<file path="config.mk">
export PLATFORM = sky130hd
export DESIGN_NAME = eeprom_access_controller
export DESIGN_NICKNAME = d
export VERILOG_FILES = /design/src/hdl/eac_pkg.sv /design/src/hdl/eeprom_access_controller.sv /design/src/hdl/eac_nvm_array.sv
export VERILOG_INCLUDE_DIRS = /design/src /design/src/hdl
export SDC_FILE = /design/constraint.sdc
export NUM_CORES = 2
export LEC_CHECK = 0
export BUFFER_PORTS_ARGS = -buffer_cell sky130_fd_sc_hd__buf_2
export CORE_ASPECT_RATIO = 0.75
export CORE_MARGIN = 4
export CORE_UTILIZATION = 40
export CTS_CLUSTER_DIAMETER = 80
export CTS_CLUSTER_SIZE = 12
export DETAILED_ROUTE_END_ITERATION = 8
export PLACE_DENSITY = 0.65
export SETUP_SLACK_MARGIN = 0.15
export SLEW_MARGIN = 0
export SYNTH_ARGS = -nofsm -noshare
export SYNTH_HDL_FRONTEND = slang
export SYNTH_SLANG_ARGS = --single-unit
</file>
<file path="constraint.sdc">
create_clock -name hclk -period 9.1 [get_ports hclk]
set_input_delay 1.365 -clock hclk [delete_from_list [all_inputs] [get_ports hclk]]
set_output_delay 1.365 -clock hclk [all_outputs]
set_load 0.03 [all_outputs]
</file>
<file path="src/hdl/eac_params.svh">
// Purpose: Named offsets, field positions and timing counts of the access controller.
// Assumes: A 125 MHz bus clock and a calibrated oscillator of about 8 MHz.
// Notes: Included by the package and the design modules.
`ifndef EAC_PARAMS_SVH
`define EAC_PARAMS_SVH

`define EAC_OFS_CTRL 8'h00
`define EAC_OFS_DATA 8'h04
`define EAC_OFS_ADDR_LO 8'h08
`define EAC_OFS_ADDR_HI 8'h0c

`define EAC_BIT_READ_STROBE 0
`define EAC_BIT_WRITE_STROBE 1
`define EAC_BIT_MASTER_ARM 2
`define EAC_BIT_READY_IRQ_EN 3

`define EAC_ADDR_WIDTH 9
`define EAC_DATA_WIDTH 8
`define EAC_DEPTH 512

`define EAC_READ_STALL 3'h4
`define EAC_WRITE_STALL 3'h2
`define EAC_ARM_CYCLES 3'h4

`define EAC_CLK_PERIOD_NS 8
`define EAC_WRITE_TIME_NS 8500000
`define EAC_WRITE_OSC_CYCLES 67584
`define EAC_OSC_DIV (`EAC_WRITE_TIME_NS / (`EAC_WRITE_OSC_CYCLES * `EAC_CLK_PERIOD_NS))
`define EAC_OSC_CNT_WIDTH 17
`define EAC_DIV_WIDTH 5

`endif

</file>
<file path="src/hdl/eac_pkg.sv">
// Purpose: Types shared by the access controller and its storage array.
// Assumes: Constants come from the params header.
// Notes: Holds types only.
`include "eac_params.svh"

package eac_pkg;

  typedef struct packed {
    logic ready_irq_enable;
    logic master_write_arm;
    logic write_strobe_busy;
    logic read_strobe;
  } eac_ctrl_type;

  typedef struct packed {
    logic [`EAC_ADDR_WIDTH-1:0] addr;
    logic [`EAC_DATA_WIDTH-1:0] data;
  } eac_wreq_type;

  typedef enum logic [1:0] {
    EAC_IDLE = 2'b00,
    EAC_PROG = 2'b01
  } eac_state_type;

endpackage

</file>
<file path="src/hdl/eeprom_access_controller.sv">
// Purpose: AHB-Lite register front end and write timer for the on-chip nonvolatile array.
// Assumes: sleep_power_down and system_reset come from logic on hclk; hresetn is power-on reset.
// Notes: CPU stalls appear as hreadyout held low after a strobe write.
//
// Added by the designer: the address map and the AHB-Lite slave port.
`include "eac_params.svh"

// Summary of operation
// - Read strobe loads the data register from the current address at once.
// - A read holds the CPU for four cycles before the next access.
// - While writing, read strobes are ignored and address writes refused.
// - Writes last 67 584 oscillator cycles of 15 bus clocks each, about 8.1 ms.
// - After a write finishes in power-down, the oscillator keeps running.
// - A system reset during a write lets the write complete.
// - Arm clears four cycles after set; strobe without arm does nothing.
// - Busy clears when time elapses; ready request while clear and enabled.
// - A write strobe holds the CPU for two cycles.
// - Nine-bit linear address 0 to 511; unused upper bits read zero.
module eeprom_access_controller
  import eac_pkg::*;
#(
  parameter int WRITE_OSC_CYCLES = `EAC_WRITE_OSC_CYCLES
)
(
  input wire logic hclk,
  input wire logic hresetn,
  input wire logic hsel,
  input wire logic [31:0] haddr,
  input wire logic [1:0] htrans,
  input wire logic hwrite,
  input wire logic [2:0] hsize,
  input wire logic [31:0] hwdata,
  input wire logic hready,
  output logic [31:0] hrdata,
  output logic hreadyout,
  output logic hresp,
  input wire logic system_reset,
  input wire logic sleep_power_down,
  output logic cpu_stall,
  output logic osc_run,
  output logic nvm_ready_irq
);

  localparam logic [`EAC_DIV_WIDTH-1:0] OSC_DIV_LAST = `EAC_DIV_WIDTH'(`EAC_OSC_DIV - 1);
  localparam logic [`EAC_OSC_CNT_WIDTH-1:0] PROG_LAST = `EAC_OSC_CNT_WIDTH'(WRITE_OSC_CYCLES - 1);

  logic dp_valid_r;
  logic dp_write_r;
  logic [7:0] dp_addr_r;
  logic [31:0] hrdata_r;
  logic [2:0] stall_cnt_r;
  logic [2:0] arm_cnt_r;
  eac_ctrl_type ctrl_r;
  logic [`EAC_ADDR_WIDTH-1:0] addr_r;
  logic [`EAC_DATA_WIDTH-1:0] data_r;
  eac_wreq_type wreq_r;
  eac_state_type state_r;
  logic [`EAC_DIV_WIDTH-1:0] div_cnt_r;
  logic [`EAC_OSC_CNT_WIDTH-1:0] prog_cnt_r;
  logic osc_hold_r;
  logic [`EAC_DATA_WIDTH-1:0] array_rd;
  logic osc_tick;
  logic busy;
  logic commit;
  logic wr_ctrl;
  logic read_go;
  logic write_go;
  logic arm_set;
  logic [31:0] rd_mux;

  assign busy = (state_r == EAC_PROG);
  assign wr_ctrl = dp_valid_r && dp_write_r && hready && (dp_addr_r == `EAC_OFS_CTRL);
  assign read_go = wr_ctrl && hwdata[`EAC_BIT_READ_STROBE] && !busy;
  assign write_go = wr_ctrl && hwdata[`EAC_BIT_WRITE_STROBE] && ctrl_r.master_write_arm && !busy;
  assign arm_set = wr_ctrl && hwdata[`EAC_BIT_MASTER_ARM] && !ctrl_r.master_write_arm;
  assign osc_tick = busy && (div_cnt_r == OSC_DIV_LAST);
  assign commit = osc_tick && (prog_cnt_r == PROG_LAST);

  assign hreadyout = (stall_cnt_r == 3'h0);
  assign hresp = 1'b0;
  assign hrdata = hrdata_r;
  assign cpu_stall = (stall_cnt_r != 3'h0);
  assign osc_run = busy || osc_hold_r;
  assign nvm_ready_irq = ctrl_r.ready_irq_enable && !busy;

  eac_nvm_array u_array (
    .hclk(hclk),
    .wr_en(commit),
    .wr_req(wreq_r),
    .rd_addr(addr_r),
    .rd_data(array_rd)
  );

  // Read mux; the busy bit shows the live write state and the read strobe reads zero.
  always_comb begin
    rd_mux = 32'h0000_0000;
    if (haddr[7:0] == `EAC_OFS_CTRL) begin
      rd_mux[`EAC_BIT_READY_IRQ_EN] = ctrl_r.ready_irq_enable;
      rd_mux[`EAC_BIT_MASTER_ARM] = ctrl_r.master_write_arm;
      rd_mux[`EAC_BIT_WRITE_STROBE] = busy;
    end else if (haddr[7:0] == `EAC_OFS_DATA) begin
      rd_mux[`EAC_DATA_WIDTH-1:0] = data_r;
    end else if (haddr[7:0] == `EAC_OFS_ADDR_LO) begin
      rd_mux[7:0] = addr_r[7:0];
    end else if (haddr[7:0] == `EAC_OFS_ADDR_HI) begin
      rd_mux[0] = addr_r[`EAC_ADDR_WIDTH-1];
    end
  end

  // Address phase capture and registered read data.
  always_ff @(posedge hclk or negedge hresetn) begin
    if (!hresetn) begin
      dp_valid_r <= 1'b0;
      dp_write_r <= 1'b0;
      dp_addr_r <= 8'h00;
      hrdata_r <= 32'h0000_0000;
    end else if (hready) begin
      dp_valid_r <= hsel && htrans[1];
      dp_write_r <= hwrite;
      dp_addr_r <= haddr[7:0];
      if (hsel && htrans[1] && !hwrite) begin
        hrdata_r <= rd_mux;
      end
    end
  end

  // Bus stall after a strobe.
  always_ff @(posedge hclk or negedge hresetn) begin
    if (!hresetn) begin
      stall_cnt_r <= 3'h0;
    end else if (system_reset) begin
      stall_cnt_r <= 3'h0;
    end else if (read_go) begin
      stall_cnt_r <= `EAC_READ_STALL;
    end else if (write_go) begin
      stall_cnt_r <= `EAC_WRITE_STALL;
    end else if (stall_cnt_r != 3'h0) begin
      stall_cnt_r <= stall_cnt_r - 3'h1;
    end
  end

  // Control bits and the arm timeout.
  always_ff @(posedge hclk or negedge hresetn) begin
    if (!hresetn) begin
      ctrl_r <= '0;
      arm_cnt_r <= 3'h0;
    end else if (system_reset) begin
      ctrl_r <= '0;
      arm_cnt_r <= 3'h0;
    end else begin
      ctrl_r.read_strobe <= 1'b0;
      ctrl_r.write_strobe_busy <= 1'b0;
      if (wr_ctrl) begin
        ctrl_r.ready_irq_enable <= hwdata[`EAC_BIT_READY_IRQ_EN];
      end
      if (arm_set) begin
        ctrl_r.master_write_arm <= 1'b1;
        arm_cnt_r <= `EAC_ARM_CYCLES - 3'h1;
      end else if (ctrl_r.master_write_arm) begin
        if (arm_cnt_r == 3'h0) begin
          ctrl_r.master_write_arm <= 1'b0;
        end else begin
          arm_cnt_r <= arm_cnt_r - 3'h1;
        end
      end
    end
  end

  // Address register, frozen during a write.
  always_ff @(posedge hclk or negedge hresetn) begin
    if (!hresetn) begin
      addr_r <= '0;
    end else if (system_reset) begin
      addr_r <= '0;
    end else if (dp_valid_r && dp_write_r && hready && !busy) begin
      if (dp_addr_r == `EAC_OFS_ADDR_LO) begin
        addr_r[7:0] <= hwdata[7:0];
      end else if (dp_addr_r == `EAC_OFS_ADDR_HI) begin
        addr_r[`EAC_ADDR_WIDTH-1] <= hwdata[0];
      end
    end
  end

  // Data register loads from software or from the array on a read strobe.
  always_ff @(posedge hclk or negedge hresetn) begin
    if (!hresetn) begin
      data_r <= '0;
    end else if (system_reset) begin
      data_r <= '0;
    end else if (read_go) begin
      data_r <= array_rd;
    end else if (dp_valid_r && dp_write_r && hready && (dp_addr_r == `EAC_OFS_DATA)) begin
      data_r <= hwdata[`EAC_DATA_WIDTH-1:0];
    end
  end

  // Write engine; system_reset and sleep do not touch it so a write always completes.
  always_ff @(posedge hclk or negedge hresetn) begin
    if (!hresetn) begin
      state_r <= EAC_IDLE;
      wreq_r <= '0;
      div_cnt_r <= '0;
      prog_cnt_r <= '0;
    end else begin
      case (state_r)
        EAC_IDLE: begin
          div_cnt_r <= '0;
          prog_cnt_r <= '0;
          if (write_go) begin
            wreq_r.addr <= addr_r;
            wreq_r.data <= data_r;
            state_r <= EAC_PROG;
          end
        end
        EAC_PROG: begin
          if (osc_tick) begin
            div_cnt_r <= '0;
            prog_cnt_r <= prog_cnt_r + `EAC_OSC_CNT_WIDTH'(1);
          end else begin
            div_cnt_r <= div_cnt_r + `EAC_DIV_WIDTH'(1);
          end
          if (commit) begin
            state_r <= EAC_IDLE;
          end
        end
        default: begin
          state_r <= EAC_IDLE;
        end
      endcase
    end
  end

  // Oscillator stays on after a write ends inside power-down until sleep is left.
  always_ff @(posedge hclk or negedge hresetn) begin
    if (!hresetn) begin
      osc_hold_r <= 1'b0;
    end else if (commit && sleep_power_down) begin
      osc_hold_r <= 1'b1;
    end else if (!sleep_power_down) begin
      osc_hold_r <= 1'b0;
    end
  end

endmodule

</file>
<file path="src/hdl/eac_nvm_array.sv">
// Purpose: The 512-byte nonvolatile storage array.
// Assumes: One write port committed at the end of programming, one asynchronous read port.
// Notes: Contents are not touched by any reset.
`include "eac_params.svh"

module eac_nvm_array
  import eac_pkg::*;
(
  input wire logic hclk,
  input wire logic wr_en,
  input wire eac_wreq_type wr_req,
  input wire logic [`EAC_ADDR_WIDTH-1:0] rd_addr,
  output logic [`EAC_DATA_WIDTH-1:0] rd_data
);

  logic [`EAC_DATA_WIDTH-1:0] mem_r [0:`EAC_DEPTH-1];

  // Writes land only when programming time has elapsed.
  always_ff @(posedge hclk) begin
    if (wr_en) begin
      mem_r[wr_req.addr] <= wr_req.data;
    end
  end

  assign rd_data = mem_r[rd_addr];

endmodule

</file>
==> run summary <==
CTS tree = yes
# rows = 202
Final min period = 5.586 ns
Die area = 418900 um^2
Bufs and invs on worst path = 3
Final design utilization = 44.25%
Fin nets = 8223
Peak VDD IR = 0.2078 mV
Starting DRT DRC Count = 12785
Layout area overhead = 9.737%
CP arrival = 6.44 ns
Total Routed Length = 429700 um
Worst-margin pin slew = 1.417 ns
Clock sinks = 4180
Crit path largest cell delay = 0.99 ns
Worst-path clk slew = 0.06 ns
Critical path type = reg2reg
Cell count after synthesis = 8040
Max Cap Violations = 0
DR DRC count = 0
Number of buffers added on ports = 35
Pins Over Slew Limit = 0
Synth area leader = edfxtp_1
Final setup fails = 0
CP max FO = 41
Hold Worst Slack = 0.4830 ns
Unrepaired setup endpoints after global routing = false
CP top delay family = compound AO/OA/AOI/OAI gates
Yosys synthesis warning count = 0
Final Cell Area = 179300 um^2
IO Pins = 113
Startpoint Class = flip-flop
Core ar. = 405100 um^2
CP required = 9.95 ns
Top-area cell type share of the netlist area = 75.28%
Root Driver = clkbuf_16
Worst-Skew Late Latency = 0.93 ns
Post-DRT Antenna Nets = 0
Ys flop type = edfxtp_1
# fillers = 33693
Cell Area, Synth = 163400 um^2
Total global routing overflow = 0
Avg Cell Area, Syn = 20.32 um^2
CTS buffer count = 391
Vias per cell = 6.094
Dpl hpwl = 258900 um
Crit. End Element = flip-flop
Vias = 83011
FFs w/ async S/R, synth = 2.010%
Post-CTS Resized = 0
Pwr/cell area = 197.6 nW/um^2
Vias in the first global route = 80393
Post-synthesis sequential area ratio = 76.57%
Hold Path Class = reg2reg
Slew headroom = 5.529%
CP max-delay cell = a2111oi_2
Share of layout cells above drive strength 1 = 19.37%
Post-synthesis cell type count = 84
GRT Util Overall = 19.97%
Initial antenna violation count = 29
Final Wtd Congestion = 0.8805
Critical path cell sequence = buf_4 -> inv_6 -> buf_4 -> o21ai_0 -> a211oi_1 -> nand4_1 -> a2111oi_2 -> o21ai_1 -> a31oi_1
DIE HEIGHT = 561.5 um
Clock tree buffer depth = 4
Dominant cells by area after synthesis = edfxtp_1, mux4_2, mux2i_1
Largest net degree at the start of global routing = 238
Final hold violations = 0
Most frequent CP cell = buf_4
Hold_buf cts = 0
Post-CTS setup buffers = 0
Starting Density = 40.33%
Drt pass-1 iters = 6
Die width = 746.0 um
Routed WL per cell = 31.54 um
Final Power = 35.43 mW
Placed Area = 168900 um^2
First-pass GRT wire length = 607000 um
TNS Setup = 0 ns
EDFF count, synth = 4096
Fmax = 0.1790 GHz
Clock skew = 0.06261 ns
Status = finished, final reports clean
Final Cycle Share = 61.38%
FF+latch count, synth = 4180
Static Leakage = 42.15 nW
Htree depth = 5
## area by class of cell
class | instances | area, um^2 | area share (%)
multi-input combinational | 3342 | 35160 | 19.61
timing repair buffer | 206 | 1715 | 0.9568
inverter | 19 | 81.33 | 0.04536
tap | 5406 | 6764 | 3.773
clock inverter | 14 | 181.4 | 0.1012
sequential | 4180 | 125100 | 69.80
antenna | 11 | 27.53 | 0.01535
clock buffer | 444 | 10220 | 5.699
## path summary, 6_finish.rpt
kind	startpoint	end	slack, ns	cells past startpoint
min in group asynchronous	hresetn	dp_addr_r[7]$_DFFE_PN0P_	0.64	1
max in group asynchronous	hresetn	wreq_r[5]$_DFFE_PN0P_	7.64	1
worst max-delay path	addr_r[4]$_DFFE_PN0P_	data_r[1]$_DFFE_PN0P_	3.51	9
worst max register to register	addr_r[4]$_DFFE_PN0P_	data_r[1]$_DFFE_PN0P_	3.51	9
worst min register to register	hrdata[6]$_DFFE_PN0P_	hrdata[6]$_DFFE_PN0P_	0.48	2
worst min-delay path	hrdata[6]$_DFFE_PN0P_	hrdata[6]$_DFFE_PN0P_	0.48	2
## synthesized netlist by cell type (10+ instances only)
library cell	count
o221ai_2	15
mux2i_1	394
clkbuf_1	222
xnor2_1	16
a22oi_1	101
mux4_2	795
o21ai_0	96
o221ai_1	40
buf_12	35
a2111oi_0	45
o21ai_1	20
a22o_1	11
buf_2	111
a31oi_1	29
buf_4	75
buf_6	43
inv_1	18
a221oi_1	21
dfrtp_1	84
a21oi_1	95
buf_1	21
a211oi_1	70
nor2b_1	18
mux2_2	63
edfxtp_1	4096
nor4_1	48
o22ai_1	220
nand4_1	22
buf_8	16
nor2_1	637
nand3_1	45
and3_1	12
nand2b_1	12
or3_1	10
mux4_1	31
o31ai_1	11
nor3_1	98
nand2_1	178
and2_1	30
## layer usage
metal	wire length [um]	global-route usage (%)
met4	12080	5.363
met3	57790	6.758
met1	173700	29.25
met2	186000	28.53
met5	88	0
## kinds of logic after synthesis
logic type	Yosys count	share of synthesized area, %
xor+xnor	19	0.1019
fa+ha+maj	7	0.05360
flops	4180	76.57
buf+inv	542	2.159
compound gates	850	3.654
mux	1283	14.31
other cells	1	0.002295
simple gates	1158	3.156
## through the flow
stage          setup slack [ns]  std cells
2_1_floorplan             1.636       8064
3_3_place_gp              3.786      13152
3_5_place_dp              3.784      13152
4_1_cts                   3.743      13610
5_1_grt                   3.394      13612
6_report                  3.514      13622
## sequential cells by signal, indices dropped and copies added (netlist names), 5 cells and up
register	flops
addr_r	9
data_r	8
div_cnt_r	5
dp_addr_r	8
hrdata	8
prog_cnt_r	17
u_array.mem_r	4096
wreq_r	17
## cell usage in the layout, fill, tap and decap left out, types with 16 or more instances in the layout
cell | Yosys | routed
a2111oi_0 | 45 | 28
a211oi_1 | 70 | 70
a21oi_1 | 95 | 95
a221oi_1 | 21 | 21
a22oi_1 | 101 | 101
a31oi_1 | 29 | 29
and2_1 | 30 | 29
buf_12 | 35 | 20
buf_2 | 111 | 34
buf_4 | 75 | 151
clkbuf_1 | 222 | 42
clkbuf_16 | 0 | 402
conb_1 | 1 | 25
dfrtp_1 | 84 | 72
edfxtp_1 | 4096 | 4096
inv_1 | 18 | 17
mux2_2 | 63 | 63
mux2i_1 | 394 | 394
mux4_1 | 31 | 31
mux4_2 | 795 | 795
nand2_1 | 178 | 167
nand3_1 | 45 | 38
nand4_1 | 22 | 22
nor2_1 | 637 | 636
nor2b_1 | 18 | 16
nor3_1 | 98 | 96
nor4_1 | 48 | 45
o21ai_0 | 96 | 96
o21ai_1 | 20 | 20
o221ai_1 | 40 | 40
o22ai_1 | 220 | 220
xnor2_1 | 16 | 16
## worst reg2reg max path, delay by kind of cell (launching register included)
| kind | cells | cell delay [ns] |
|---|---|---|
| compound gates | 5 | 2.82 |
| buf+inv | 3 | 1.69 |
| flops | 1 | 0.72 |
| simple gates | 1 | 0.29 |
## power breakdown
group	internal (mW)	switching (mW)	total [mW]	leakage [nW]
logic	0.0322	0.0711	0.103	7.75
clock network	7.86	6.65	14.5	5.09
registers	20.8	0.00676	20.8	29.3
total	28.7	6.73	35.4	42.2
Power figures use the tool's default switching activity.
